## src/verilog/pcbp_params.svh

```systemverilog
// Constants for the codec parallel bus port: control bit positions, reset values and encodings.
`ifndef PCBP_PARAMS_SVH
`define PCBP_PARAMS_SVH
`define PCBP_CR_RATE_LO       0
`define PCBP_CR_RATE_HI       1
`define PCBP_CR_DIG_LOOP      2
`define PCBP_CR_ANA_LOOP      3
`define PCBP_CR_PWR_DOWN      4
`define PCBP_CR_LAW_SEL       5
`define PCBP_CR_RESET         8'hFF
`define PCBP_CR_READ_ONES     8'hC0
`define PCBP_CR_STORE_MASK    8'h3F
`define PCBP_PCM_IDLE         8'hFF
`endif

```

## src/verilog/pcbp_pkg.sv

```systemverilog
// Types shared by the codec parallel bus port.
package pcbp_pkg;
   typedef enum logic [1:0] {PCBP_RATE_1024K, PCBP_RATE_768K, PCBP_RATE_1280K} pcbp_rate_t;
   typedef enum logic [1:0] {PCBP_LOOP_NORMAL, PCBP_LOOP_ANALOG, PCBP_LOOP_DIGITAL} pcbp_loop_t;
   typedef enum logic [1:0] {PCBP_PWR_DOWN, PCBP_PWR_STANDBY, PCBP_PWR_ACTIVE} pcbp_pwr_t;

   // Codec-facing status that travels together.
   typedef struct packed {
      pcbp_pwr_t  pwr;
      pcbp_rate_t rate;
      pcbp_loop_t loop;
      logic       law_sel;
   } pcbp_mode_t;

   typedef struct packed {
      logic [1:0] rd_sync;
      logic [1:0] wr_sync;
      logic [1:0] frm_sync;
      logic [1:0] sel_sync;
      logic [7:0][1:0] db_sync;
      logic       rd_prev;
      logic       wr_prev;
      logic       frm_prev;
      logic [7:0] ctrl;
      logic [7:0] rx_hold;
      logic [7:0] dac_word;
      logic [7:0] tx_word;
      logic [7:0] db_out;
      logic [7:0] db_oe;
      logic       amp_oe;
      logic       seen_rd;
      logic       seen_wr;
      logic       frame_start;
      pcbp_mode_t mode;
   } pcbp_state_t;
endpackage : pcbp_pkg

```

## src/verilog/pcbp_port.sv

```systemverilog
// Parallel host port of a PCM codec: strobes, mode/control register, power states and frame start.
//
// Notes on behaviour
// - Reset enters power-down with no host command.
// - Power-down floats the receive amplifier output, and the data lines except during a control read.
// - A control write clearing power-down brings the device to standby.
// - Coding starts only after a PCM read and a PCM write since power-up.
// - Rate bits: 0x gives 1.024 MHz, 10 gives 0.768 MHz, 11 gives 1.28 MHz.
// - Each frame sync pulse in the active state starts encode and decode together.
// - The read strobe enables the data line drivers, any time in the frame.
// - The write strobe captures the data lines, any time in the frame.
// - Select low targets PCM data, high targets the control register.
// - PCM sign bit is on line 0, least magnitude bit on line 7.
// - Power-down bit set powers down, clear powers up.
// - Bit 2 set is digital loopback, else bit 3 set is analog loopback.
// - Control read-back returns ones in the unused upper bits.
// - A written PCM word reaches the decoder at the next frame sync in the active state.
`timescale 1ns/1ps
`default_nettype none
`include "pcbp_params.svh"
module pcbp_port
   import pcbp_pkg::*;
(
   // Clock and reset.
   input  wire logic       mclk_in,
   input  wire logic       rst_b_in,
   // Host strobes and select, asynchronous to the clock.
   input  wire logic       read_in,
   input  wire logic       write_in,
   input  wire logic       pcm_or_ctrl_select_in,
   // Host data lines: inputs pass the synchronisers, outputs leave registers.
   input  wire logic [7:0] parallel_data_lines_in,
   output var  logic [7:0] parallel_data_lines_out,
   output var  logic [7:0] parallel_data_lines_oe_out,
   // Frame sync pin, active low.
   input  wire logic       frame_sync_n_in,
   // Encoder word from the codec core, on this clock.
   input  wire logic [7:0] enc_word_in,
   // Decoder word, frame start and amplifier enable to the codec core.
   output var  logic [7:0] dec_word_out,
   output var  logic       frame_start_out,
   output var  logic       receive_amp_output_oe_out,
   // Decoded operating mode.
   output var  pcbp_mode_t mode_out
);
   pcbp_state_t cur;
   pcbp_state_t next_cur;

   always_comb begin
      logic       rd_lvl;
      logic       wr_lvl;
      logic       frm_lvl;
      logic       sel;
      logic [7:0] db;
      logic       rd_rise;
      logic       wr_fall;
      logic       frm_fall;
      logic       powered;
      logic       ctrl_wr;
      logic       pcm_wr;
      logic       pcm_rd;
      logic       both_seen;
      logic       start_ok;
      logic [1:0] rate_bits;
      rd_lvl    = 1'b0;
      wr_lvl    = 1'b0;
      frm_lvl   = 1'b0;
      sel       = 1'b0;
      db        = 8'h00;
      rd_rise   = 1'b0;
      wr_fall   = 1'b0;
      frm_fall  = 1'b0;
      powered   = 1'b0;
      ctrl_wr   = 1'b0;
      pcm_wr    = 1'b0;
      pcm_rd    = 1'b0;
      both_seen = 1'b0;
      start_ok  = 1'b0;
      rate_bits = 2'b00;
      next_cur = cur;

      // Two-stage synchronisers for every host pin and for the frame sync pin.
      next_cur.rd_sync  = {cur.rd_sync[0], read_in};
      next_cur.wr_sync  = {cur.wr_sync[0], write_in};
      next_cur.frm_sync = {cur.frm_sync[0], frame_sync_n_in};
      next_cur.sel_sync = {cur.sel_sync[0], pcm_or_ctrl_select_in};
      for (int i = 0; i < 8; i++) begin
         next_cur.db_sync[i] = {cur.db_sync[i][0], parallel_data_lines_in[i]};
      end

      // Only the second stage of each synchroniser is read by the logic below.
      rd_lvl  = cur.rd_sync[1];
      wr_lvl  = cur.wr_sync[1];
      frm_lvl = cur.frm_sync[1];
      sel     = cur.sel_sync[1];
      for (int i = 0; i < 8; i++) begin
         db[i] = cur.db_sync[i][1];
      end
      next_cur.rd_prev  = rd_lvl;
      next_cur.wr_prev  = wr_lvl;
      next_cur.frm_prev = frm_lvl;

      // Each pin edge acts three clocks after the pin moves: two synchroniser stages and one edge stage.
      // Select and data pass the same two stages, so the host need only hold them steady across the write fall.
      rd_rise  = rd_lvl && !cur.rd_prev;
      wr_fall  = cur.wr_prev && !wr_lvl;
      frm_fall = cur.frm_prev && !frm_lvl;
      powered  = (cur.mode.pwr != PCBP_PWR_DOWN);
      ctrl_wr  = wr_fall && sel;
      pcm_wr   = wr_fall && !sel;
      pcm_rd   = rd_rise && !sel;

      // The write falling edge captures the bus, so the data has settled during the strobe.
      if (ctrl_wr) begin
         next_cur.ctrl = db & `PCBP_CR_STORE_MASK;
      end
      if (pcm_wr) begin
         next_cur.rx_hold = db;
      end
      // Accesses made in power-down do not count toward the start of coding.
      if (pcm_wr && powered) begin
         next_cur.seen_wr = 1'b1;
      end
      if (pcm_rd && powered) begin
         next_cur.seen_rd = 1'b1;
      end

      // Power state follows the stored power-down bit.
      both_seen = next_cur.seen_rd && next_cur.seen_wr;
      if (next_cur.ctrl[`PCBP_CR_PWR_DOWN]) begin
         next_cur.mode.pwr = PCBP_PWR_DOWN;
         next_cur.seen_rd  = 1'b0;
         next_cur.seen_wr  = 1'b0;
      end else if (!powered) begin
         next_cur.mode.pwr = PCBP_PWR_STANDBY;
      end else if (both_seen) begin
         next_cur.mode.pwr = PCBP_PWR_ACTIVE;
      end

      rate_bits = {next_cur.ctrl[`PCBP_CR_RATE_LO], next_cur.ctrl[`PCBP_CR_RATE_HI]};
      unique case (rate_bits)
         2'b00, 2'b01: next_cur.mode.rate = PCBP_RATE_1024K;
         2'b10:        next_cur.mode.rate = PCBP_RATE_768K;
         2'b11:        next_cur.mode.rate = PCBP_RATE_1280K;
      endcase
      if (next_cur.ctrl[`PCBP_CR_DIG_LOOP]) begin
         next_cur.mode.loop = PCBP_LOOP_DIGITAL;
      end else if (next_cur.ctrl[`PCBP_CR_ANA_LOOP]) begin
         next_cur.mode.loop = PCBP_LOOP_ANALOG;
      end else begin
         next_cur.mode.loop = PCBP_LOOP_NORMAL;
      end
      next_cur.mode.law_sel = next_cur.ctrl[`PCBP_CR_LAW_SEL];

      // Frame sync falling edge starts encode and decode in the same cycle.
      // A PCM access that meets the frame sync falling edge is not arbitrated here;
      // the host must keep the two apart.
      start_ok = frm_fall && (cur.mode.pwr == PCBP_PWR_ACTIVE);
      next_cur.frame_start = 1'b0;
      if (start_ok) begin
         next_cur.frame_start = 1'b1;
         next_cur.dac_word    = cur.rx_hold;
         next_cur.tx_word     = enc_word_in;
      end

      // Read drivers: control read works in any state, PCM read only when powered.
      next_cur.db_oe  = 8'h00;
      next_cur.db_out = 8'h00;
      if (rd_lvl) begin
         if (sel) begin
            next_cur.db_oe  = 8'hFF;
            next_cur.db_out = cur.ctrl | `PCBP_CR_READ_ONES;
         end else if (powered) begin
            next_cur.db_oe  = 8'hFF;
            // Digital loopback returns the held receive word in place of the encoder output.
            next_cur.db_out = (cur.mode.loop == PCBP_LOOP_DIGITAL) ? cur.rx_hold : cur.tx_word;
         end
      end
      // The receive amplifier is enabled whenever the device is out of power-down.
      next_cur.amp_oe = (next_cur.mode.pwr != PCBP_PWR_DOWN);
   end

   always_ff @(posedge mclk_in) begin
      if (!rst_b_in) begin
         cur.rd_sync     <= 2'b00;
         cur.wr_sync     <= 2'b00;
         // Frame sync idles high, so its stages start high and no false frame edge follows reset.
         cur.frm_sync    <= 2'b11;
         cur.sel_sync    <= 2'b00;
         cur.db_sync     <= '0;
         cur.rd_prev     <= 1'b0;
         cur.wr_prev     <= 1'b0;
         cur.frm_prev    <= 1'b1;
         cur.ctrl        <= `PCBP_CR_RESET & `PCBP_CR_STORE_MASK;
         cur.rx_hold     <= `PCBP_PCM_IDLE;
         cur.dac_word    <= `PCBP_PCM_IDLE;
         cur.tx_word     <= `PCBP_PCM_IDLE;
         cur.db_out      <= 8'h00;
         cur.db_oe       <= 8'h00;
         cur.amp_oe      <= 1'b0;
         cur.seen_rd     <= 1'b0;
         cur.seen_wr     <= 1'b0;
         cur.frame_start <= 1'b0;
         // The decoded mode agrees with the stored reset value of the control register.
         cur.mode.pwr     <= PCBP_PWR_DOWN;
         cur.mode.rate    <= PCBP_RATE_1280K;
         cur.mode.loop    <= PCBP_LOOP_DIGITAL;
         cur.mode.law_sel <= 1'b1;
      end else begin
         cur <= next_cur;
      end
   end

   assign parallel_data_lines_out    = cur.db_out;
   assign parallel_data_lines_oe_out = cur.db_oe;
   assign dec_word_out               = cur.dac_word;
   assign frame_start_out            = cur.frame_start;
   assign receive_amp_output_oe_out  = cur.amp_oe;
   assign mode_out                   = cur.mode;
endmodule // pcbp_port
`default_nettype wire

```

## config.mk

```make
export PLATFORM = sky130hd
export DESIGN_NAME = pcbp_port
export DESIGN_NICKNAME = d
export VERILOG_FILES = /design/src/verilog/pcbp_pkg.sv /design/src/verilog/pcbp_port.sv
export VERILOG_INCLUDE_DIRS = /design/src /design/src/verilog
export SDC_FILE = /design/constraint.sdc
export NUM_CORES = 1
export LEC_CHECK = 0
export BUFFER_PORTS_ARGS = -buffer_cell sky130_fd_sc_hd__buf_2
export CAP_MARGIN = 20
export CORE_MARGIN = 2
export CORE_UTILIZATION = 55
export DETAILED_ROUTE_END_ITERATION = 7
export PLACE_DENSITY = 0.85
export SETUP_SLACK_MARGIN = 0.2
export SLEW_MARGIN = 40
export SYNTH_ARGS = -nofsm -noshare
export SYNTH_HDL_FRONTEND = slang
export SYNTH_SLANG_ARGS = --single-unit
export TNS_END_PERCENT = 10
```

## constraint.sdc

```tcl
create_clock -name mclk_in -period 3.25 [get_ports mclk_in]
set_input_delay 0.65 -clock mclk_in [delete_from_list [all_inputs] [get_ports mclk_in]]
set_output_delay 0.65 -clock mclk_in [all_outputs]
set_load 0.01 [all_outputs]
```

==> results of run 1 <==
==> Yosys cell counts <==
library cell | count | area share
dfxtp_1 | 76 | 0.55
nand2_1 | 60 | 0.081
nand3_1 | 34 | 0.061
buf_4 | 31 | 0.083
and2_1 | 24 | 0.054
nor2_1 | 13 | 0.017
clkbuf_1 | 10 | 0.013
mux2_1 | 8 | 0.032
a22oi_1 | 6 | 0.016
a21oi_1 | 5 | 0.0090
nand3b_1 | 5 | 0.013
buf_2 | 4 | 0.0072
inv_2 | 3 | 0.0040
nand2b_1 | 3 | 0.0067
a21boi_1 | 2 | 0.0054
and2b_1 | 1 | 0.0027
and3b_1 | 1 | 0.0031
buf_6 | 1 | 0.0040
buf_8 | 1 | 0.0054
nand2_2 | 1 | 0.0022
nor2b_1 | 1 | 0.0022
nor3b_1 | 1 | 0.0027
nor3b_2 | 1 | 0.0045
nor4b_4 | 1 | 0.0085
o21ai_0 | 1 | 0.0018
o221ai_1 | 1 | 0.0031
or2_1 | 1 | 0.0022
or3b_1 | 1 | 0.0031
or4b_4 | 1 | 0.0049
==> power by group through the flow <==
| stage | Sequential [mW] | Combinational (mW) | Clock [mW] |
|---|---|---|---|
| final | 0.962 | 0.0517 | 0.674 |
| after global routing | 0.964 | 0.0594 | 0.732 |
| after CTS | 0.962 | 0.0524 | 0.692 |
| after detailed placement | 0.984 | 0.0525 | 0 |
| after global placement | 0.983 | 0.0514 | 0 |
| after floorplan | 0.978 | 0.0385 | 0 |
==> area by class of cell <==
cell class	count	area, µm²	area share
Inverter	3	11.3	0.00371
Tap cell	67	83.8	0.0276
Sequential cell	76	1520	0.501
Multi-Input combinational cell	172	941	0.310
Clock inverter	7	67.6	0.0223
Clock buffer	9	124	0.0408
Timing Repair Buffer	56	285	0.0940
==> per-stage QoR <==
step,area [µm²],hold slack (ns)
final,3030,0.410
after global routing,3030,0.421
after CTS,3030,0.411
after detailed placement,2840,0.394
after global placement,2840,0.390
after floorplan,2790,0.386
==> state kept, by name, summed over array words and instances, names as in the netlist <==
name,count
frame_start_out,1
mode_out,6
cur,51
parallel_data_lines_oe_out,1
parallel_data_lines_out,8
dec_word_out,8
receive_amp_output_oe_out,1
==> critical path, cell delays in order (launching register included) <==
cell and delay, ns:
dfxtp_1 0.32, nor2b_1 0.59, mux2_1 0.39, a22oi_1 0.18, nor2_1 0.06
==> cells in the final DEF (no fill, tap or decap) <==
cell and instances:
nand2_1 60, clkinv_2 3, clkinvlp_4 3, and3b_1 1
nand2b_1 3, nor2_1 13, nor3b_2 1, bufinv_16 1
nand3b_1 5, or3b_1 1, a22oi_1 6, and2_1 24
nor3b_1 1, clkbuf_8 9, o21ai_0 1, dfxtp_1 76
inv_2 3, nand2_2 1, a21oi_1 5, or2_1 1
nor2b_1 1, buf_2 54, a21boi_1 2, o221ai_1 1
mux2_1 8, buf_4 2, nand3_1 34, and2b_1 1
or4b_4 1, nor4b_4 1
==> final timing paths <==
kind         cells past startpoint   startpoint                          to  slack (ns)
max                              4  mode_out[2]  parallel_data_lines_out[4]        1.60
min                              1      cur[80]                     cur[81]        0.41
max reg2reg                      4  mode_out[2]  parallel_data_lines_out[4]        1.60
min reg2reg                      1      cur[80]                     cur[81]        0.41
==> logic make-up after synthesis <==
| group | Yosys count | synth area share |
|---|---|---|
| simple gates | 149 | 0.270 |
| compound gates | 15 | 0.0354 |
| buf+inv | 50 | 0.117 |
| mux | 8 | 0.0323 |
| flops | 76 | 0.545 |
==> per-layer routing <==
| metal | routed length (µm) | vias to the layer above | part of all wire |
|---|---|---|---|
| li1 | - | 970 | - |
| met1 | 1970 | 832 | 0.44 |
| met2 | 2110 | 59 | 0.47 |
| met3 | 257 | 11 | 0.058 |
| met4 | 99 | 0 | 0.022 |
| met5 | 0 | - | 0 |
==> summary.md, run 1 <==
| Metric | Value |
|---|---|
| Post-CTS Setup Bufs | 0 |
| Final worst setup slack | 1.60 ns |
| CTS tree | yes |
| Worst Tran Pin Value | 0.727 ns |
| Max-slew violation count | 0 |
| Die H | 75.2 µm |
| CTS buffer count | 9 |
| Setup_tns | 0 ns |
| Row count | 25 |
| Met1 GRT Util | 0.193 |
| Post-Syn Instances | 298 |
| Via count | 1872 |
| Pwr Density | 556 nW/µm² |
| Starting Density | 0.579 |
| Sequential fraction of the synthesis area | 0.545 |
| Wire length per cell | 11.4 µm |
| Syn Nets | 320 |
| Worst Path Required | 3.48 ns |
| Sw Ratio | 0.214 |
| Core Util, Final | 0.630 |
| Clk pwr share | 0.399 |
| Post-CTS Hold Fix Bufs | 0 |
| Status | completed |
| Critical Path Source Type | flop |
| Logic gate share of total power | 0.031 |
| Final Non-Filler Cells | 390 |
| Initial antenna violation count | 0 |
| Internal power | 1.33 mW |
| Congestion Overflow GR | 0 |
| Drt drc | 0 |
| Final period util | 0.508 |
| CP Max Fanout | 8 |
| Tot GR Track Use | 0.174 |
| Fin. Hold Viols | 0 |
| Synthesized area | 2790 µm² |
| First-pass GRT wire length | 7160 µm |
| Worst clock skew | 0.00695 ns |
| Dpl ws | 1.52 ns |
| CTS Root Cell | clkbuf_8 |
| Met2 GRT Util | 0.286 |
| I/O Buffers | 54 |
| Clock buffer depth | 2 |
| Worst Setup End Kind | flop |
| CTS-repair resized insts | 0 |
| Slew headroom | 0.514 |
| Number of diodes | 0 |
| Initial DRC count | 67 |
| Final ANT Viol Nets | 0 |
| CTS H-tree depth | 3 |
| Vias in the first global route | 1686 |
| Final min period | 1.65 ns |
| Layout cells sized above 1 | 0.245 |
| Avg Inst Size Synth | 9.36 µm² |
| # clock sinks | 76 |
| Leakage | 1.38 nW |
| Worst-Skew Late Latency | 0.34 ns |
| Clk slew on worst S/H paths | 0.08 ns |
| Min-Delay Path Class | flop to flop |
| DP HPWL | 3240 µm |
| Core Area | 4820 µm² |
| Largest net degree at the start of global routing | 42 |
| Gpl congestion | 0.799 |
| DRT Pass-1 Iters | 4 |
| Vias per Instance | 4.80 |
| # IOs | 55 |
| Nets | 340 |
| Top Usage Layer GRT | met2 |
| Ys Warns | 0 |
| Final wirelength | 4440 µm |
| DIE WIDTH | 75.2 µm |
| Die ar. | 5660 µm² |
| Critical path class | flop to flop |
| Achievable frequency | 605 MHz |
| Routing usage on met3 | 0.0736 |
| Max_cap viols | 0 |
| Share of power burned in registers | 0.570 |
| Layout filler cell count | 439 |
| Setup violators final | 0 |
| Placed Instances | 373 |
| Crit path DAT | 1.88 ns |
| Number of synthesized register bits | 76 |
| Distinct cells, synth | 29 |
| Sw power | 361 µW |
| Pwr Total | 1.69 mW |
| Worst vdd ir | 328 µV |
| Unrepaired setup endpoints after global routing | no |
| Area Growth Syn to Fin | 8.74% |
(Power assumes the default switching activity.)
==> inputs of run 2 (changes only) <==
- ABC_AREA: default -> 1
- CORE_UTILIZATION: 55 -> 49
- PLACE_DENSITY: 0.85 -> 0.8
- clock period: 3.25 -> 1.5 ns (I/O delays scaled with it)
==> summary.md, run 2 <==
| Metric | Value |
|---|---|
| Status | completed |
| Syn Nets | 349 (+9.1%) |
| Post-CTS Hold Fix Bufs | 0 (unchanged) |
| CP Max Fanout | 17 (+9) |
| Dpl ws | 0.203 ns (-1.32 ns) |
| Largest cells by area after synthesis | dfxtp_1 (53%), nand2_1 (9.0%), buf_4 (8.3%) |
| DP HPWL | 3700 µm (+14%) |
| Synth cell count leaders | dfxtp_1 (76), nand2_1 (69), inv_1 (46) |
| DIE WIDTH | 80.6 µm (+7.2%) |
| Post-synth EDFFs | 0 (unchanged) |
| Area Growth Syn to Fin | 12.3% |
| DP Area | 3000 µm² (+5.6%) |
| Critical path class | flop to flop |
| Final Instance Area | 3230 µm² (+6.5%) |
| Async SR Flop Fraction | 0 (unchanged) |
| Final min period | 1.23 ns (-0.423 ns) |
| Nets | 381 (+12%) |
| WP buf/inv | 2 (+2) |
| Distinct cells, synth | 27 (-6.9%) |
| Gpl congestion | 0.873 (+9.2%) |
| Slew headroom | 0.784 (+0.270) |
| Post-Syn Instances | 327 (+9.7%) |
| Commonest cells after routing, fill and taps aside | dfxtp_1 (72), nand2_1 (69), buf_2 (54) |
| Clk slew on worst S/H paths | 0.07 ns (about the same) |
| Crit path DAT | 1.51 ns (-0.37 ns) |
| CTS Root Cell | clkbuf_8 |
| Initial DRC count | 124 (+85%) |
| CP max stage delay | 0.37 ns (-0.22 ns) |
| Top-count cell post-synth | dfxtp_1 |
| Drt drc | 0 (unchanged) |
| Final wirelength | 5210 µm (+17%) |
| Max-slew violation count | 0 (unchanged) |
| Achievable frequency | 813 MHz (+34%) |
| Layout cells sized above 1 | 0.299 (+0.0549) |
| Core Area | 5570 µm² (+16%) |
| Largest net degree at the start of global routing | 43 (+2.4%) |
| Pwr Total | 3.78 mW (+120%) |
| Ys flop type | dfxtp_1 |
| Final period util | 0.820 (+0.311) |
| Worst-Skew Late Latency | 0.35 ns (about the same) |
| Synth area leader | dfxtp_1 |
| # IOs | 55 (unchanged) |
| Placed Instances | 417 (+12%) |
| Final ANT Viol Nets | 0 (unchanged) |
| Leakage | 1.68 nW (+22%) |
| Setup violators final | 0 (unchanged) |
| Core Util, Final | 0.580 (-0.0503) |
| Wire length per cell | 11.9 µm (+5.0%) |
| CTS buffer count | 9 (unchanged) |
| Avg Inst Size Synth | 8.80 µm² (-6.0%) |
| Initial antenna violation count | 0 (unchanged) |
| CTS tree | yes |
| Min-Delay Path Class | input pin to flop |
| Number of synthesized register bits | 76 (unchanged) |
| Vias per Instance | 4.63 (-3.5%) |
| Worst path slowest cell | dfxtp_1 |
| First-pass GRT wire length | 8490 µm (+19%) |
| Top delay family on crit path | simple AND/OR/NAND/NOR gates |
| I/O Buffers | 54 (unchanged) |
| Post-synth top area share | 0.529 (-0.0166) |
| Worst clock skew | 0.00775 ns (+0.000800 ns) |
| Number of diodes | 0 (unchanged) |
| Synthesized area | 2880 µm² (+3.1%) |
| Vias in the first global route | 1841 (+9.2%) |
| Critical Path Source Type | flop |
| Die H | 80.6 µm (+7.2%) |
| Most common cell after layout, fill and taps aside | dfxtp_1 |
| CTS H-tree depth | 3 (unchanged) |
| Number of flip-flops under the largest register name | 51 (unchanged) |
| DRT Pass-1 Iters | 7 (+3) |
| Tot GR Track Use | 0.178 (+0.00347) |
| Final hold slack | 0.127 ns (-0.283 ns) |
| Worst Setup End Kind | flop |
| # clock sinks | 76 (unchanged) |
| Worst Tran Pin Value | 0.324 ns (-0.404 ns) |
| Via count | 2019 (+7.9%) |
| Starting Density | 0.516 (-0.0629) |
| Unrepaired setup endpoints after global routing | yes |
| Final Non-Filler Cells | 436 (+12%) |
| Worst Path Required | 1.78 ns (-1.70 ns) |
| Ys Warns | 0 (unchanged) |
| Row count | 27 (+8.0%) |
| Sequential fraction of the synthesis area | 0.529 (-0.0166) |
| CP cell instances | inv_2, nor2_4, nand2_4, nor2_8, buf_4, nand2_1, o211ai_1 |
| Max_cap viols | 0 (unchanged) |
| Final worst setup slack | 0.270 ns (-1.33 ns) |
| Worst vdd ir | 816 µV (+150%) |
| Reg with most FFs | cur |
| Die ar. | 6500 µm² (+15%) |
| Setup_tns | 0 ns (unchanged) |
| Congestion Overflow GR | 0 (unchanged) |
| Clock buffer depth | 2 (unchanged) |
| Pwr Density | 1170 nW/µm² (+110%) |
| Fin. Hold Viols | 0 (unchanged) |
## run 2: power by group
part	internal [mW]	switching, mW	total, mW
Combinational	0.0598	0.0800	0.140
Clock	0.853	0.694	1.55
Sequential	2.06	0.0292	2.09
## run 2: tightest hold or removal path, delay by kind of cell
family / cells / cell delay [ns]
buf+inv: 2 / 0.11
simple gates: 1 / 0.04
## run 2: final timing paths
kind	startpoint	end	depth (start not counted)	slack (ns)
max reg2reg	mode_out[6]	cur[33]	7	0.27
max	mode_out[6]	cur[33]	7	0.27
min reg2reg	cur[82]	cur[83]	2	0.41
min	parallel_data_lines_in[5]	cur[72]	3	0.13
## run 2: cell families (layout without fill, tap and decap cells)
| kind of cell | Yosys count | in the layout | share of synthesized area |
|---|---|---|---|
| muxes | 1 | 1 | 0.00348 |
| buffers and inverters | 91 | 127 | 0.168 |
| AOI/OAI and AO/OA | 52 | 52 | 0.112 |
| and+or+nand+nor | 107 | 108 | 0.188 |
| DFF | 76 | 76 | 0.529 |
## run 2: per-layer routing
layer,GRT usage,part of all wire,up-vias
met5,0,0,-
li1,-,-,1049
met4,0.0627,0.026,0
met1,0.210,0.43,871
met2,0.285,0.46,84
met3,0.0809,0.080,15
## run 2: area by class of cell
class                           count  area (µm²)
Fill cell                         495        2340
Sequential cell                    76        1530
Multi-Input combinational cell    161         883
Timing Repair Buffer               61         335
Inverter                           50         190
Clock buffer                       12         155
Tap cell                           72        90.1
Clock inverter                      4        47.5
## run 2: timing repair
item                                   4_1_cts  5_1_grt
gates resized for setup                      1        5
buffers inserted                             0        2
pin swaps                                    0        1
setup endpoints to repair                    2       24
endpoints found under the hold margin        0        0
cloned                                       0        1
==> inputs of run 3 (changes only) <==
- ABC_AREA: 1 -> 0
- CORE_UTILIZATION: 49 -> 48
- PLACE_DENSITY: 0.8 -> 0.79
- clock period: 1.5 -> 1 ns (I/O delays scaled with it)
==> summary.md, run 3 (synthesized netlist as in run 1, its figures left out) <==
| Metric | Value |
|---|---|
| Leakage | 1.59 nW (-5.4%) |
| Layout cells sized above 1 | 0.426 (+0.126) |
| Initial antenna violation count | 0 (unchanged) |
| Share of power burned in registers | 0.595 (+0.041) |
| Area Growth Syn to Fin | 22.8% |
| Internal power | 4.07 mW (+37%) |
| Placed Instances | 398 (-4.6%) |
| Final min period | 1.27 ns (+0.0404 ns) |
| Core Area | 5570 µm² (unchanged) |
| Sw power | 1.17 mW (+46%) |
| Via count | 2015 (-0.20%) |
| Post-CTS Hold Fix Bufs | 0 (unchanged) |
| Final Non-Filler Cells | 415 (-4.8%) |
| Worst Setup End Kind | flop |
| Dpl ws | -0.360 ns (-0.564 ns) |
| Drt drc | 0 (unchanged) |
| Top Usage Layer GRT | met2 |
| Critical R2R Capture | parallel_data_lines_out[4] |
| Achievable frequency | 787 MHz (-3.2%) |
| Min-Delay Path Class | input pin to flop |
| Number of flip-flops under the largest register name | 51 (unchanged) |
| Nets | 361 (-5.2%) |
| # IOs | 55 (unchanged) |
| Worst Path Required | 1.23 ns (-0.55 ns) |
| CTS Root Cell | clkbuf_8 |
| Met1 GRT Util | 0.217 (+0.00708) |
| Initial DRC count | 166 (+34%) |
| Critical path class | flop to flop |
| Starting Density | 0.501 (-0.0157) |
| Hold Path Sink | cur[80] |
| Failing checks | setup timing |
| Crit path DAT | 1.50 ns (about the same) |
| DIE WIDTH | 80.2 µm (-0.49%) |
| Wire length per cell | 13.1 µm (+9.9%) |
| Final ANT Viol Nets | 0 (unchanged) |
| CTS H-tree depth | 3 (unchanged) |
| Flop2flop setup slack | -0.27 ns (-0.54 ns) |
| Commonest cells after routing, fill and taps aside | dfxtp_1 (55), nand2_1 (54), buf_2 (41) |
| Layout filler cell count | 485 (-2.0%) |
| Routing usage on met3 | 0.0674 (-0.0135) |
| Final worst setup slack | -0.270 ns (-0.540 ns) |
| Final Instance Area | 3430 µm² (+6.0%) |
| Die H | 80.2 µm (-0.49%) |
| Vias per Instance | 4.86 (+4.9%) |
| First-pass GRT wire length | 8860 µm (+4.3%) |
| Worst hold start | frame_sync_n_in |
| Max-slew violation count | 0 (unchanged) |
| DP Area | 3010 µm² (+0.42%) |
| I/O Buffers | 54 (unchanged) |
| Hold depth | 2 (-1) |
| Sw Ratio | 0.224 (+0.0111) |
| DRT Pass-1 Iters | 4 (-3) |
| Clk pwr share | 0.362 (-0.047) |
| Vias in the first global route | 1887 (+2.5%) |
| Number of diodes | 0 (unchanged) |
| DP HPWL | 3630 µm (-1.7%) |
| Worst Tran Pin Value | 0.249 ns (-0.0745 ns) |
| Worst-Skew Late Latency | 0.34 ns (about the same) |
| Final wirelength | 5450 µm (+4.6%) |
| R2r startpoint | mode_out[2] |
| Worst vdd ir | 1210 µV (+48%) |
| Most common cell after layout, fill and taps aside | dfxtp_1 |
| Status | finished, violations left |
| Logic gate share of total power | 0.044 (+0.007) |
| Worst clock skew | 0.00626 ns (-0.00149 ns) |
| Reg with most FFs | cur |
| CTS tree | yes |
| Die ar. | 6440 µm² (-0.98%) |
| Clock buffer depth | 2 (unchanged) |
| Slew headroom | 0.833 (+0.0495) |
| Row count | 27 (unchanged) |
| Tot GR Track Use | 0.185 (+0.00714) |
| Pwr Density | 1530 nW/µm² (+31%) |
| Largest net degree at the start of global routing | 38 (-12%) |
| Setup_tns | -7.54 ns (-7.54 ns) |
| Fin. Hold Viols | 0 (unchanged) |
| Gpl congestion | 0.881 (+0.89%) |
| Clk slew on worst S/H paths | 0.07 ns (about the same) |
| FF-to-FF path depth | 5 (-2) |
| Met2 GRT Util | 0.290 (+0.00500) |
| Unrepaired setup endpoints after global routing | yes |
| CP Max Fanout | 8 (-9) |
| Final period util | 1.27 (+0.450) |
| # clock sinks | 76 (unchanged) |
| Congestion Overflow GR | 0 (unchanged) |
| Setup violators final | 51 (+51) |
| Critical Path Source Type | flop |
| Max_cap viols | 0 (unchanged) |
| CTS buffer count | 9 (unchanged) |
## run 3: cell type report
| class | count | area, µm² | share of cell area |
|---|---|---|---|
| clock inverter | 6 | 32.5 | 0.00950 |
| inverter | 3 | 11.3 | 0.00329 |
| clock buffer | 9 | 124 | 0.0362 |
| tap | 72 | 90.1 | 0.0263 |
| sequential | 76 | 1560 | 0.454 |
| multi-input combinational | 173 | 1060 | 0.311 |
| timing repair buffer | 76 | 548 | 0.160 |
## run 3: timing repair
| action | 4_1_cts | 5_1_grt |
|---|---|---|
| gates resized for setup | 37 | 32 |
| gates cloned | 1 | 0 |
| endpoints found under the setup margin | 82 | 83 |
| hold endpoints to repair | 0 | 0 |
| setup buffers | 1 | 0 |
| pin swaps | 28 | 9 |
## run 3: worst max-delay path by stage
stage / depth (start not counted) / end / start / slack (ns)
after CTS: 4 / cur[27] / mode_out[6] / -0.29
after global routing: 5 / parallel_data_lines_out[1] / mode_out[2] / -0.30
after floorplan: 6 / cur[34] / mode_out[6] / -0.35
after global placement: 5 / parallel_data_lines_out[4] / mode_out[2] / -0.30
final: 5 / parallel_data_lines_out[4] / mode_out[2] / -0.27
after detailed placement: 5 / parallel_data_lines_out[4] / mode_out[2] / -0.36
## run 3: critical path, stage by stage, from the launching register on
cell and delay [ns]:
dfxtp_2 0.33, nor2b_4 0.15, buf_8 0.15, mux2_4 0.31, a22oi_2 0.15, nor2_1 0.07
## run 3: power groups by stage
stage / Combinational [mW] / Clock (mW) / Sequential (mW)
floorplan: 0.125 / 0 / 3.18
global placement: 0.202 / 0 / 3.19
detailed placement: 0.207 / 0 / 3.19
CTS: 0.222 / 1.94 / 3.12
global route: 0.256 / 2.09 / 3.13
finish: 0.231 / 1.90 / 3.12
## run 3: metal layers
layer	routed length [µm]	part of all wire	vias to the layer above
li1	-	-	1020
met1	2190	0.40	904
met2	2680	0.49	80
met3	436	0.080	11
met4	138	0.025	0
met5	0	0	-
## run 3: metrics by stage
step | hold WS [ns] | utilization | total power, mW
after floorplan | 0.301 | - | 3.31
after global placement | 0.390 | 0.540 | 3.39
after detailed placement | 0.391 | 0.540 | 3.40
after CTS | 0.0255 | 0.594 | 5.28
after global routing | 0.0293 | 0.615 | 5.48
final | 0.0403 | 0.615 | 5.25
